--- config.mk ---
export PLATFORM = sky130hd
export DESIGN_NAME = scd_stop
export DESIGN_NICKNAME = d
export VERILOG_FILES = /design/src/scd_sync.v /design/src/scd_baud.v /design/src/scd_stop.v
export VERILOG_INCLUDE_DIRS = /design/src
export SDC_FILE = /design/constraint.sdc
export NUM_CORES = 1
export LEC_CHECK = 0
export BUFFER_PORTS_ARGS = -buffer_cell sky130_fd_sc_hd__clkbuf_2
export CAP_MARGIN = 20
export CORE_MARGIN = 2
export CORE_UTILIZATION = 48
export CTS_BUF_LIST = sky130_fd_sc_hd__clkbuf_4 sky130_fd_sc_hd__clkbuf_8 sky130_fd_sc_hd__clkbuf_16
export CTS_CLUSTER_DIAMETER = 100
export DETAILED_ROUTE_END_ITERATION = 10
export HOLD_SLACK_MARGIN = 0.02
export PLACE_DENSITY = 0.77
export SYNTH_ARGS = -nofsm -noshare
export SYNTH_HDL_FRONTEND = slang
export SYNTH_SLANG_ARGS = --single-unit
--- constraint.sdc ---
create_clock -name core_clk -period 2.8 [get_ports core_clk]
set_clock_uncertainty 0.1 [all_clocks]
set_input_delay 0.42 -clock core_clk [delete_from_list [all_inputs] [get_ports core_clk]]
set_output_delay 0.42 -clock core_clk [all_outputs]
set_load 0.02 [all_outputs]
--- src/scd_map.vh ---
// Register map and field positions of the stop-sequence collision block.
// Assumes a 32-bit Avalon-MM slave with word-aligned byte addresses.
`ifndef SCD_MAP_VH
`define SCD_MAP_VH

// ****************************************************************
// Register byte offsets
// ****************************************************************
`define SCD_OFF_BAUD     6'h00
`define SCD_OFF_BUF      6'h04
`define SCD_OFF_CTL1     6'h08
`define SCD_OFF_CTL2     6'h0C
`define SCD_OFF_CTL3     6'h10
`define SCD_OFF_MASK     6'h14
`define SCD_OFF_STAT     6'h18
`define SCD_OFF_IRQ_STAT 6'h1C
`define SCD_OFF_IRQ_MASK 6'h20

// ****************************************************************
// Field positions
// ****************************************************************
`define SCD_CTL1_WRITE_COLLISION_FLAG    7
`define SCD_CTL1_EN      5
`define SCD_CTL2_STOP    2
`define SCD_STAT_STOP    4
`define SCD_IRQ_PORT     0
`define SCD_IRQ_BCOL     1

// ****************************************************************
// Reset values
// ****************************************************************
`define SCD_RST_BYTE     8'h00
`define SCD_RST_BAUD     8'h09
`define SCD_RST_IRQ      2'h0

// ****************************************************************
// Timing
// ****************************************************************
`define SCD_SYNC_STAGES  2

`endif

--- src/scd_sync.v ---
// Two-stage synchroniser for one level from outside the clock domain.
// Assumes the input may change at any time relative to core_clk.
`default_nettype none

module scd_sync
(
  // Clock and reset
  input  wire core_clk,
  input  wire sys_rst,
  // Level in and out
  input  wire async_in,
  output reg  sync_out
);

  reg meta;

  // Only the second stage is read; the first may be metastable.
  always @(posedge core_clk)
  begin
    if (sys_rst)
    begin
      meta     <= 1'b1;
      sync_out <= 1'b1;
    end
    else
    begin
      meta     <= async_in;
      sync_out <= meta;
    end
  end

endmodule

`default_nettype wire

--- src/scd_baud.v ---
// Baud rate down-counter for the stop-sequence block.
// Assumes load and the reload value come from the same clock domain.
`include "scd_map.vh"
`default_nettype none

module scd_baud
#(
  parameter WIDTH = 8
)
(
  // Clock and reset
  input  wire             core_clk,
  input  wire             sys_rst,
  // Control
  input  wire             load,
  input  wire [WIDTH-1:0] reload,
  // Status
  output wire             expired
);

  reg [WIDTH-1:0] baud_rate_counter;
  reg             running;

  // Counts down to zero once per load, then stops.
  always @(posedge core_clk)
  begin
    if (sys_rst)
    begin
      baud_rate_counter <= {WIDTH{1'b0}};
      running           <= 1'b0;
    end
    else if (load)
    begin
      baud_rate_counter <= reload;
      running           <= 1'b1;
    end
    else if (running && baud_rate_counter != {WIDTH{1'b0}})
      baud_rate_counter <= baud_rate_counter - {{(WIDTH-1){1'b0}}, 1'b1};
    else
      running <= 1'b0;
  end

  assign expired = running && (baud_rate_counter == {WIDTH{1'b0}});

endmodule

`default_nettype wire

--- src/scd_stop.v ---
// Master stop-sequence generator with bus collision detection.
// Assumes open-drain SDA/SCL pins resolved outside; pin inputs are
// asynchronous and pass two flip-flops before use.
//
// Behaviour
// - Stop starts by driving SDA low.
// - SDA read low, then release SCL.
// - Wait SCL high, then count baud period.
// - SDA low after expiry flags collision.
// - SCL low before SDA release flags collision.
// - Collision sets flag, port returns idle.
// - Collision aborts, releases lines, clears request.
// - Stop seen sets status; start, disable or reset clears.
// - Buffer write during stop sets write collision.
//
// The placing of the registers and register access over Avalon-MM are this design's own decisions.
`include "scd_map.vh"
`default_nettype none

module scd_stop
(
  // Clock and reset
  input  wire        core_clk,
  input  wire        sys_rst,
  // Avalon-MM slave
  input  wire [5:0]  avs_address,
  input  wire        avs_read,
  input  wire        avs_write,
  input  wire [31:0] avs_writedata,
  input  wire [3:0]  avs_byteenable,
  output reg  [31:0] avs_readdata,
  output wire        avs_waitrequest,
  // Two-wire bus pins
  input  wire        sda_in,
  output wire        sda_out,
  output wire        sda_oe,
  input  wire        scl_in,
  output wire        scl_out,
  output wire        scl_oe,
  // Interrupt
  output wire        irq
);

  // ****************************************************************
  // State encoding
  // ****************************************************************
  localparam [5:0] ST_IDLE     = 6'h01;
  localparam [5:0] ST_SDA_LOW  = 6'h02;
  localparam [5:0] ST_SCL_WAIT = 6'h04;
  localparam [5:0] ST_SCL_HIGH = 6'h08;
  localparam [5:0] ST_SDA_REL  = 6'h10;
  localparam [5:0] ST_DONE     = 6'h20;

  // ****************************************************************
  // Registers and wires
  // ****************************************************************
  reg  [7:0] baud_reload_value;
  reg  [7:0] transfer_buffer;
  reg  [7:0] control_one;
  reg  [7:0] control_two;
  reg  [7:0] control_three;
  reg  [7:0] address_mask;
  reg        stop_detected;
  reg  [1:0] irq_status;
  reg  [1:0] irq_mask;
  reg  [5:0] state;
  reg        drive_sda_low;
  reg        drive_scl_low;
  reg        ack_cycle;
  reg        baud_load;
  wire       sda_s;
  wire       scl_s;
  wire       baud_expired;
  wire       port_enabled;
  wire       stop_sequence_request;
  wire       stop_busy;
  wire       collision_sda;
  wire       collision_scl;
  wire       collision;
  wire       stop_finish;
  wire       bus_write;
  wire       bus_read;
  wire [7:0] wbyte;

  assign port_enabled          = control_one[`SCD_CTL1_EN];
  assign stop_sequence_request = control_two[`SCD_CTL2_STOP];
  assign stop_busy             = (state != ST_IDLE);
  assign wbyte                 = avs_writedata[7:0];

  // ****************************************************************
  // Pin synchronisers
  // ****************************************************************
  scd_sync u_sda_sync
  (
    .core_clk (core_clk),
    .sys_rst  (sys_rst),
    .async_in (sda_in),
    .sync_out (sda_s)
  );

  scd_sync u_scl_sync
  (
    .core_clk (core_clk),
    .sys_rst  (sys_rst),
    .async_in (scl_in),
    .sync_out (scl_s)
  );

  // ****************************************************************
  // Baud period timer
  // ****************************************************************
  scd_baud #(.WIDTH(8)) u_baud
  (
    .core_clk (core_clk),
    .sys_rst  (sys_rst),
    .load     (baud_load),
    .reload   (baud_reload_value),
    .expired  (baud_expired)
  );

  // Open-drain pins: only ever pull low, enable is the drive.
  // Driving a one would fight other masters, so the data pins stay at zero.
  assign sda_out = 1'b0;
  assign scl_out = 1'b0;
  assign sda_oe  = drive_sda_low;
  assign scl_oe  = drive_scl_low;

  // Collision cases: SDA low after the period, or SCL pulled low early.
  // A master still driving a zero shows up as SDA low when the period ends.
  assign collision_sda = (state == ST_SDA_REL) && baud_expired && !sda_s;
  // SCL only counts until SDA is seen high; after that the stop is on the
  // wire and a falling SCL belongs to whoever starts the next transfer.
  assign collision_scl = ((state == ST_SCL_HIGH) || (state == ST_SDA_REL)) && !scl_s
                         && !((state == ST_SDA_REL) && sda_s);
  assign collision     = collision_sda || collision_scl;
  assign stop_finish = (state == ST_DONE) && baud_expired;

  // ****************************************************************
  // Stop sequence state machine
  // ****************************************************************
  // Disabling the port drops the sequence so stale drives never stick.
  always @(posedge core_clk)
  begin
    if (sys_rst || !port_enabled)
    begin
      state         <= ST_IDLE;
      drive_sda_low <= 1'b0;
      drive_scl_low <= 1'b0;
      baud_load     <= 1'b0;
    end
    else
    begin
      // The load strobe is a one-cycle pulse unless a state asks again.
      baud_load <= 1'b0;
      if (collision)
      begin
        state         <= ST_IDLE;
        drive_sda_low <= 1'b0;
        drive_scl_low <= 1'b0;
      end
      else
      begin
        case (state)
          ST_IDLE:
            if (stop_sequence_request)
            begin
              drive_sda_low <= 1'b1;
              drive_scl_low <= 1'b1;
              state         <= ST_SDA_LOW;
            end
          ST_SDA_LOW:
            if (!sda_s)
            begin
              drive_scl_low <= 1'b0;
              state         <= ST_SCL_WAIT;
            end
          ST_SCL_WAIT:
            if (scl_s)
            begin
              baud_load <= 1'b1;
              state     <= ST_SCL_HIGH;
            end
          ST_SCL_HIGH:
            if (baud_expired)
            begin
              drive_sda_low <= 1'b0;
              baud_load     <= 1'b1;
              state         <= ST_SDA_REL;
            end
          ST_SDA_REL:
            if (baud_expired)
            begin
              baud_load <= 1'b1;
              state     <= ST_DONE;
            end
          ST_DONE:
            if (baud_expired)
              state <= ST_IDLE;
          default:
            state <= ST_IDLE;
        endcase
      end
    end
  end

  // ****************************************************************
  // Stop-detected status bit
  // ****************************************************************
  // Set on SDA rising while SCL high; cleared by SDA falling while SCL high, by disable or by reset.
  // The edge detector idles high like the pin, so reset shows no false edge.
  reg sda_d;
  always @(posedge core_clk)
  begin
    if (sys_rst || !port_enabled)
    begin
      stop_detected <= 1'b0;
      sda_d         <= 1'b1;
    end
    else
    begin
      sda_d <= sda_s;
      if (sda_s && !sda_d && scl_s)
        stop_detected <= 1'b1;
      else if (!sda_s && sda_d && scl_s)
        stop_detected <= 1'b0;
    end
  end

  // ****************************************************************
  // Avalon-MM slave
  // ****************************************************************
  // One wait cycle on every access keeps read data registered.
  // The master holds its request through that cycle, so both edges see it.
  assign avs_waitrequest = (avs_read || avs_write) && !ack_cycle;
  assign bus_write       = avs_write && ack_cycle;
  assign bus_read        = avs_read && ack_cycle;

  always @(posedge core_clk)
  begin
    if (sys_rst)
      ack_cycle <= 1'b0;
    else
      ack_cycle <= (avs_read || avs_write) && !ack_cycle;
  end

  // Register writes; hardware clears of the stop request win over software writes.
  always @(posedge core_clk)
  begin
    if (sys_rst)
    begin
      baud_reload_value <= `SCD_RST_BAUD;
      transfer_buffer   <= `SCD_RST_BYTE;
      control_one       <= `SCD_RST_BYTE;
      control_two       <= `SCD_RST_BYTE;
      control_three     <= `SCD_RST_BYTE;
      address_mask      <= `SCD_RST_BYTE;
      irq_mask          <= `SCD_RST_IRQ;
    end
    else
    begin
      if (bus_write && avs_byteenable[0])
      begin
        if (avs_address == `SCD_OFF_BAUD)
          baud_reload_value <= wbyte;
        else if (avs_address == `SCD_OFF_BUF)
        begin
          if (stop_busy)
            control_one[`SCD_CTL1_WRITE_COLLISION_FLAG] <= 1'b1;
          else
            transfer_buffer <= wbyte;
        end
        else if (avs_address == `SCD_OFF_CTL1)
          control_one <= {control_one[`SCD_CTL1_WRITE_COLLISION_FLAG] & wbyte[7], wbyte[6:0]};
        else if (avs_address == `SCD_OFF_CTL2)
          control_two <= wbyte;
        else if (avs_address == `SCD_OFF_CTL3)
          control_three <= wbyte;
        else if (avs_address == `SCD_OFF_MASK)
          address_mask <= wbyte;
        else if (avs_address == `SCD_OFF_IRQ_MASK)
          irq_mask <= wbyte[1:0];
      end
      // Abort or completion drops the request after any software write.
      if (collision || stop_finish)
        control_two[`SCD_CTL2_STOP] <= 1'b0;
      if (!port_enabled)
        control_two[`SCD_CTL2_STOP] <= 1'b0;
    end
  end

  // Sticky event bits, cleared by a read; a new event wins the clear.
  always @(posedge core_clk)
  begin
    if (sys_rst)
      irq_status <= `SCD_RST_IRQ;
    else
    begin
      // Only the bits the read reported are cleared, so an event landing
      // between the capture of read data and the clear is not lost.
      if (bus_read && avs_address == `SCD_OFF_IRQ_STAT)
        irq_status <= irq_status & ~avs_readdata[1:0];
      if (stop_finish)
        irq_status[`SCD_IRQ_PORT] <= 1'b1;
      if (collision)
        irq_status[`SCD_IRQ_BCOL] <= 1'b1;
    end
  end

  assign irq = |(irq_status & irq_mask);

  // Registered read data; unmapped addresses read as zero.
  // Captured in the wait cycle, so it stands at the edge where waitrequest drops.
  always @(posedge core_clk)
  begin
    if (sys_rst)
      avs_readdata <= 32'h00000000;
    else if (avs_read && !ack_cycle)
    begin
      if (avs_address == `SCD_OFF_BAUD)
        avs_readdata <= {24'h000000, baud_reload_value};
      else if (avs_address == `SCD_OFF_BUF)
        avs_readdata <= {24'h000000, transfer_buffer};
      else if (avs_address == `SCD_OFF_CTL1)
        avs_readdata <= {24'h000000, control_one};
      else if (avs_address == `SCD_OFF_CTL2)
        avs_readdata <= {24'h000000, control_two};
      else if (avs_address == `SCD_OFF_CTL3)
        avs_readdata <= {24'h000000, control_three};
      else if (avs_address == `SCD_OFF_MASK)
        avs_readdata <= {24'h000000, address_mask};
      else if (avs_address == `SCD_OFF_STAT)
        avs_readdata <= {27'h0000000, stop_detected, 4'h0};
      else if (avs_address == `SCD_OFF_IRQ_STAT)
        avs_readdata <= {30'h00000000, irq_status};
      else if (avs_address == `SCD_OFF_IRQ_MASK)
        avs_readdata <= {30'h00000000, irq_mask};
      else
        avs_readdata <= 32'h00000000;
    end
  end

endmodule

`default_nettype wire

==> qor.yml, run 1 <==
status: "complete, no violations"
nNetsFinal: 559
use_met3_pct: 4.22
grt_pass1_wl_um: 16500
area_growth_pct: 7.31
grtUsageTotal_pct: 20.8
syn-cell-area_um2: 4350
regArea_um2: 1700
rows: 34
drive_gt1_share_pct: 14.1
die_x_um: 99.1
htreeDepth: 3
max-clock-path-buffers: 2
viasPerCell: 5.77
path_cells: "inv_1 -> ha_1 -> nor3b_1 -> a21boi_1 -> a211oi_1 -> a2111oi_0"
powerDensity_nw_per_um2: 488
min_period_ns: 2.22
finalCritPeriodShare_pct: 79.4
clkTransAtPathRegs_ns: 0.08
port_buffers: 32
dp.cells: 606
drcViolationCount: 0
numCtsBuffers: 9
final_area_um2: 4660
antenna_found_initial: 0
cts_hold_buf: 0
max_cap_viol_count: 0
grt.busiest_layer: "met2"
max-slew-margin-rel_pct: 45.8
totalWireLength_um: 10000
crit_fanout: 9
dp_hpwl_um: 7030
crit_type: "reg -> reg"
die_area_um2: 9830
ys_seq_area_share_pct: 39.2
grt_util_met1_pct: 27.9
multi_input_area_um2: 2340
first_iter_violations: 204
rsz0062_at_grt: "no"
setup-tns-final_ns: 0
slowest_stage: "a21boi_1"
fmax_ghz: 0.450
slew_viol_final: 0
synth_flop_cell: "dfxtp_1"
syn_inst: 489
worst_ep_arrival_time_ns: 2.36
place_congestion: 0.881
tritoncts: "yes"
synth_edf_count: 0
setup_viol: 0
cts_resized: 0
start_kind: "flip-flop"
max_stage_delay_ns: 0.62
worst_pin_slew_ns: 0.811
wl_per_cell_um: 16.2
crit_required_ns: 2.93
clkLatencyLatePin_ns: 0.35
async_flop_share_pct: 0
placed_cell_area_um2: 4460
gr-total-overflow: 0
peakVddDrop_v: 0.000321
io_pins: 86
min_path_type: "in -> reg"
crit_buf_inv: 1
final_common_cell: "dfxtp_1"
power.leakage_nw: 1.81
grt_pass1_vias: 3387
grtUsageMet2_pct: 34.0
core_region_area_um2: 8760
drtAntennaViolNets: 0
path_delay_family: "compound AO/OA/AOI/OAI gates"
stdcell_count: 620
root_buffer: "clkbuf_8"
yosys_warnings: 0
ys_ff_latch: 85
synth_area_per_cell_um2: 8.89
start_util_pct: 49.6
synth_cell_types: 71
post-cts-setup-buffers: 0
cp-end-kind: "flip-flop"
hold_violations: 0
final_cell_mix: "dfxtp_1 (85), nor2_1 (61), mux2i_1 (59)"
via_count: 3576
grt_max_degree: 38
insertedDiodeCount: 0
dieHeight_um: 99.1
drt_first_pass_iters: 5
nFillCells: 818
cts.sinks: 85
==> final timing paths <==
| kind | startpoint | to | slack [ns] | depth (start not counted) |
|---|---|---|---|---|
| min | scl_in | u_scl_sync.meta$_SDFF_PP1_ | 0.15 | 2 |
| max reg2reg | u_baud.baud_rate_counter[0]$_SDFFE_PP0P_ | u_baud.baud_rate_counter[2]$_SDFFE_PP0P_ | 0.58 | 6 |
| min reg2reg | u_sda_sync.meta$_SDFF_PP1_ | u_sda_sync.sync_out$_SDFF_PP1_ | 0.32 | 1 |
| max | u_baud.baud_rate_counter[0]$_SDFFE_PP0P_ | u_baud.baud_rate_counter[2]$_SDFFE_PP0P_ | 0.58 | 6 |
==> cells in the mapped netlist (3+ instances only) <==
library cell,instances,share of area (%)
nand2b_1,8,1.2
nor2b_1,9,1.3
mux2i_1,59,14
o2111ai_1,3,0.60
xnor2_1,3,0.60
buf_2,4,0.46
or3_1,3,0.43
nand2_1,20,1.7
nor2_1,61,5.3
nand4_1,7,1.0
a211oi_1,6,1.0
o2bb2ai_1,5,1.0
a31oi_1,6,0.86
clkbuf_1,21,1.8
nand3_1,15,1.7
or2_2,5,0.72
and3_1,3,0.43
and4_1,3,0.60
nor3_1,17,2.0
inv_1,17,1.5
nor3b_1,5,0.86
nand3b_1,3,0.52
a221oi_1,6,1.2
o21ai_0,10,1.2
buf_4,26,4.5
a21oi_1,22,2.5
o221ai_1,5,1.0
dfxtp_1,85,39
==> layout make-up <==
| cell class | instances | area share, % |
|---|---|---|
| Sequential cell | 85 | 36.5 |
| Tap cell | 108 | 2.90 |
| Clock inverter | 5 | 1.66 |
| Multi-Input combinational cell | 356 | 50.3 |
| Inverter | 18 | 1.45 |
| Clock buffer | 9 | 2.66 |
| Timing Repair Buffer | 39 | 4.56 |
==> power breakdown <==
group	total (mW)	leakage [nW]	switching, mW	internal [mW]
Clock	0.912	0.101	0.422	0.490
Combinational	0.148	1.02	0.113	0.0352
Sequential	1.22	0.686	0.00508	1.21
Total	2.28	1.81	0.540	1.74
==> layer usage <==
layer / vias up / wire, um / share of wire, %
met4: 0 / 170 / 1.7
met1: 1687 / 4420 / 44
met5: - / 0 / 0
li1: 1751 / - / -
met3: 14 / 592 / 5.9
met2: 124 / 4850 / 48
==> cell families (layout without fill, tap and decap cells) <==
| kind of cell | Yosys count | in the layout | share of synthesized area (%) |
|---|---|---|---|
| buffers and inverters | 73 | 71 | 9.04 |
| AOI/OAI and AO/OA | 87 | 87 | 14.6 |
| xor gates and xnor gates | 4 | 4 | 0.806 |
| muxes | 59 | 59 | 13.6 |
| and+or+nand+nor | 178 | 178 | 22.2 |
| DFF | 85 | 85 | 39.2 |
| other | 1 | 26 | 0.0863 |
| adders and majority gates | 2 | 2 | 0.576 |
==> stage by stage <==
stage	hold slack (ns)	setup slack (ns)	utilization [%]	power, mW
global route	0.143	0.346	53.2	2.36
CTS	0.148	0.623	53.2	2.29
finish	0.155	0.576	53.2	2.28
global placement	0.297	0.562	50.9	1.39
detailed placement	0.300	0.529	50.9	1.39
floorplan	0.289	0.741	-	1.37
==> flip-flops by register name, indices dropped and copies added, names as in the netlist <==
signal                    cells
control_one                   8
sda_oe                        1
irq_status                    2
address_mask                  8
baud_reload_value             8
stop_detected                 1
control_two                   8
sda_d                         1
state                         6
u_scl_sync.meta               1
u_sda_sync.sync_out           1
control_three                 8
baud_load                     1
u_baud.running                1
u_baud.baud_rate_counter      8
u_sda_sync.meta               1
scl_oe                        1
avs_readdata                  8
irq_mask                      2
transfer_buffer               8
ack_cycle                     1
u_scl_sync.sync_out           1
Note: power is estimated with default switching activity, not from simulation.
==> inputs of run 2 (changes only) <==
clock period = 2.2 ns   (was 2.8 ns; I/O delays follow)
==> run 2 against run 1 <==
Effect of this change:
- non-clock buffer count rose by 16
- global-route usage rose by 0.30 points
- die area did not move
==> qor.yml, run 2 (synthesis results as in run 1) <==
peakVddDrop_v: 0.000490
drt_first_pass_iters: 5
worst_ep_arrival_time_ns: 2.16
post-cts-setup-buffers: 0
status: "complete, no violations"
drive_gt1_share_pct: 17.0
root_buffer: "clkbuf_8"
via_count: 3610
drtAntennaViolNets: 0
first_iter_violations: 220
max_stage_delay_ns: 0.44
final_common_cell: "dfxtp_1"
die_x_um: 99.1
die_area_um2: 9830
numCtsBuffers: 9
insertedDiodeCount: 0
port_buffers: 32
worst_pin_slew_ns: 0.573
slew_viol_final: 0
powerDensity_nw_per_um2: 656
setup-tns-final_ns: 0
nFillCells: 789
cts_hold_buf: 0
core_region_area_um2: 8760
finalCritPeriodShare_pct: 89.9
crit_required_ns: 2.38
max-clock-path-buffers: 2
antenna_found_initial: 0
dp_hpwl_um: 7150
crit_type: "reg -> reg"
max-slew-margin-rel_pct: 61.7
wl_per_cell_um: 15.7
start_kind: "flip-flop"
grt_max_degree: 76
gr-total-overflow: 0
min_period_ns: 1.98
fmax_ghz: 0.506
power.leakage_nw: 1.93
cp-end-kind: "flip-flop"
slowest_stage: "a221o_1"
tritoncts: "yes"
hold_violations: 0
max_cap_viol_count: 0
dieHeight_um: 99.1
clkLatencyLatePin_ns: 0.36
grt_pass1_wl_um: 16700
grtUsageTotal_pct: 21.1
rows: 34
final_cell_mix: "dfxtp_1 (85), nor2_1 (61), mux2i_1 (59)"
crit_fanout: 10
place_congestion: 0.930
area_growth_pct: 12.1
path_cells: "inv_1 -> ha_1 -> nor2b_1 -> nand4b_4 -> a221o_1 -> o2111ai_1"
start_util_pct: 49.6
drcViolationCount: 0
clkTransAtPathRegs_ns: 0.08
viasPerCell: 5.66
grt_pass1_vias: 3410
min_path_type: "in -> reg"
placed_cell_area_um2: 4590
final_area_um2: 4870
totalWireLength_um: 10000
io_pins: 86
rsz0062_at_grt: "no"
setup_viol: 0
multi_input_area_um2: 2350
cts.sinks: 85
regArea_um2: 1700
nNetsFinal: 575
htreeDepth: 3
==> run 2: changes by cell type in the layout (fill, tap and decap cells not counted) <==
cell	change
clkinv_2	-2
bufinv_16	+2
inv_6	+1
nand4b_4	+1
clkinv_4	+1
buf_4	+15
nand4b_2	-1
buf_12	+1
==> run 2: path summary, 6_finish.rpt <==
| check | start | to | slack, ns | cells after the start |
|---|---|---|---|---|
| worst max-delay path | u_baud.baud_rate_counter[0]$_SDFFE_PP0P_ | state[0]$_SDFFE_PP1P_ | 0.22 | 6 |
| worst min-delay path | scl_in | u_scl_sync.meta$_SDFF_PP1_ | 0.06 | 2 |
| worst max register to register | u_baud.baud_rate_counter[0]$_SDFFE_PP0P_ | state[0]$_SDFFE_PP1P_ | 0.22 | 6 |
| worst min register to register | u_scl_sync.meta$_SDFF_PP1_ | u_scl_sync.sync_out$_SDFF_PP1_ | 0.32 | 1 |
==> run 2: cell type report <==
class                           count  area share (%)
Clock buffer                        9            2.54
Clock inverter                      7            2.98
Inverter                           18            1.39
Multi-Input combinational cell    356            48.3
Sequential cell                    85            34.9
Tap cell                          108            2.77
Timing Repair Buffer               55            7.09
==> run 2: worst max-delay path: cells and delay by family, from the launching register on <==
family,cells,cell delay (ns)
AO/OA/AOI/OAI,2,0.65
adder cells (fa/ha/maj),1,0.19
buffers and inverters,1,0.09
flip-flops,1,0.35
AND/OR/NAND/NOR,2,0.52
==> run 2: repair_timing <==
item,CTS,global route
hold endpoints to repair,0,0
gates resized for setup,0,1
setup endpoints to repair,0,1
==> run 2: report_power, final <==
group	switching [mW]	internal, mW	total (mW)	leakage, nW
logic	0.145	0.0524	0.197	1.11
clock network	0.572	0.874	1.45	0.130
registers	0.00666	1.54	1.55	0.686
==> run 2: metal layers <==
layer | global-route usage (%) | vias to the layer above | part of all wire, %
met4 | 7.48 | 0 | 2.1
li1 | - | 1783 | -
met5 | 0 | - | 0
met2 | 34.4 | 108 | 49
met1 | 28.1 | 1704 | 44
met3 | 4.08 | 15 | 5.3
==> run 2: through the flow <==
stage	total power, mW	hold WS, ns	instances	worst slack, ns	utilization, %
after global placement	1.78	0.298	622	0.178	52.4
after detailed placement	1.78	0.301	622	0.110	52.4
final	3.19	0.0603	638	0.223	55.6
after CTS	3.23	0.0443	638	0.130	55.5
after global routing	3.30	0.0510	638	0.0921	55.6
after floorplan	1.75	0.289	514	0.196	-
==> inputs of run 3 (changes only) <==
clock period = 2.1 ns   (was 2.2 ns; I/O delays follow)
==> run 3 against run 2 <==
Effect of this change:
- via count up 0.64%
- cell area fell by 1.1%
- sequential power increased by 5%
- global-route usage is 0.87 points lower
- cell count rose by 0.47%
- register-to-register slack got worse by 0.097 ns
- combinational power up 8%
- clock power fell by 19%
==> qor.yml, run 3 (synthesis results as in run 1) <==
clkTransAtPathRegs_ns: 0.08
hold_path_depth: 2
tritoncts: "yes"
numCtsBuffers: 9
crit_fanout: 7
min_period_ns: 1.97
setup_viol: 0
worstSetupPathDepth: 5
first_iter_violations: 161
min_path_type: "in -> reg"
dieHeight_um: 99.1
post-cts-setup-buffers: 0
path_cells: "nor4_4 -> nand4b_2 -> buf_4 -> o211ai_4 -> a211oi_1"
path_delay_family: "simple AND/OR/NAND/NOR gates"
wl_per_cell_um: 15.3
powerDensity_nw_per_um2: 625
grtUsageMet2_pct: 34.5
nFillCells: 805
slowest_stage: "nor4_4"
crit_type: "reg -> reg"
worst_pin_slew_ns: 0.623
via_count: 3633
use_met3_pct: 3.30
seqPwrFrac_pct: 53.9
crit_required_ns: 2.23
htreeDepth: 3
start_kind: "flip-flop"
power.leakage_nw: 1.91
drcViolationCount: 0
cts.sinks: 85
rr_worst_depth: 5
final_cell_mix: "dfxtp_1 (85), nor2_1 (61), mux2i_1 (59)"
rsz0062_at_grt: "no"
max_cap_viol_count: 0
fmax_ghz: 0.506
holdWs_ns: 0.0461
p_sw_uw: 740
die_area_um2: 9830
insertedDiodeCount: 0
antenna_found_initial: 0
combPwrFrac_pct: 7.0
port_buffers: 32
core_region_area_um2: 8760
clkLatencyLatePin_ns: 0.35
grt_max_degree: 45
viasPerCell: 5.67
dp_hpwl_um: 7130
status: "complete, no violations"
clkPwrFrac_pct: 39.1
hold_violations: 0
cts_hold_buf: 0
swShare_pct: 24.6
grt_pass1_wl_um: 16100
crit_buf_inv: 1
max_stage_delay_ns: 0.44
start_util_pct: 49.6
cts_resized: 0
place_congestion: 0.913
intPower_mw: 2.27
gr-total-overflow: 0
root_buffer: "clkbuf_8"
slew_viol_final: 0
max-clock-path-buffers: 2
grtUsageTotal_pct: 20.3
drt_first_pass_iters: 5
cp-end-kind: "flip-flop"
rows: 34
drtAntennaViolNets: 0
worst_ep_arrival_time_ns: 2.11
io_pins: 86
peakVddDrop_v: 0.000427
final_common_cell: "dfxtp_1"
totalWireLength_um: 9820
nNetsFinal: 578
max-slew-margin-rel_pct: 58.4
grt_util_met1_pct: 26.2
finalCritPeriodShare_pct: 94.0
grt_pass1_vias: 3384
drive_gt1_share_pct: 17.4
setup-tns-final_ns: 0
area_growth_pct: 10.9
grt.busiest_layer: "met2"
die_x_um: 99.1
[run 3: stage by stage]
step                      instance area, um^2  worst slack [ns]  instances  total power [mW]  utilization, %
after detailed placement                 4620            0.0463        625              1.87            52.7
after global routing                     4820            0.0154        641              3.12            55.0
after global placement                   4620             0.102        625              1.87            52.7
after CTS                                4820             0.121        641              3.03            55.0
after floorplan                          4440            0.0963        514              1.83               -
final                                    4820             0.125        641              3.01            55.0
[run 3: final timing paths]
path	from	endpoint	slack [ns]
setup / recovery	u_baud.baud_rate_counter[2]$_SDFFE_PP0P_	sda_oe$_SDFFE_PP0P_	0.13
hold / removal	scl_in	u_scl_sync.meta$_SDFF_PP1_	0.05
setup reg to reg	u_baud.baud_rate_counter[2]$_SDFFE_PP0P_	sda_oe$_SDFFE_PP0P_	0.13
hold reg to reg	u_scl_sync.meta$_SDFF_PP1_	u_scl_sync.sync_out$_SDFF_PP1_	0.32
[run 3: worst register-to-register path, stage by stage, from the launching register on]
cell and delay, ns:
dfxtp_1 0.39, nor4_4 0.44, nand4b_2 0.30, buf_4 0.25, o211ai_4 0.28, a211oi_1 0.10
[run 3: area by class of cell]
| type | instances | area (um^2) | share of cell area (%) |
|---|---|---|---|
| Clock buffer | 11 | 145 | 3.01 |
| Clock inverter | 5 | 58.8 | 1.22 |
| Inverter | 18 | 67.6 | 1.40 |
| Multi-Input combinational cell | 356 | 2340 | 48.6 |
| Sequential cell | 85 | 1700 | 35.3 |
| Tap cell | 108 | 135 | 2.80 |
| Timing Repair Buffer | 58 | 368 | 7.63 |
[run 3: per-layer routing]
metal	vias to the layer above	wire (um)
li1	1790	-
met4	0	143
met1	1718	4300
met2	111	4890
met5	-	0
met3	14	487
[run 3: power groups by stage]
stage | registers (mW) | logic (mW) | clock network [mW]
2_1_floorplan | 1.66 | 0.170 | 0
3_5_place_dp | 1.66 | 0.208 | 0
6_report | 1.62 | 0.212 | 1.18
3_3_place_gp | 1.66 | 0.205 | 0
5_1_grt | 1.62 | 0.229 | 1.27
4_1_cts | 1.62 | 0.209 | 1.20
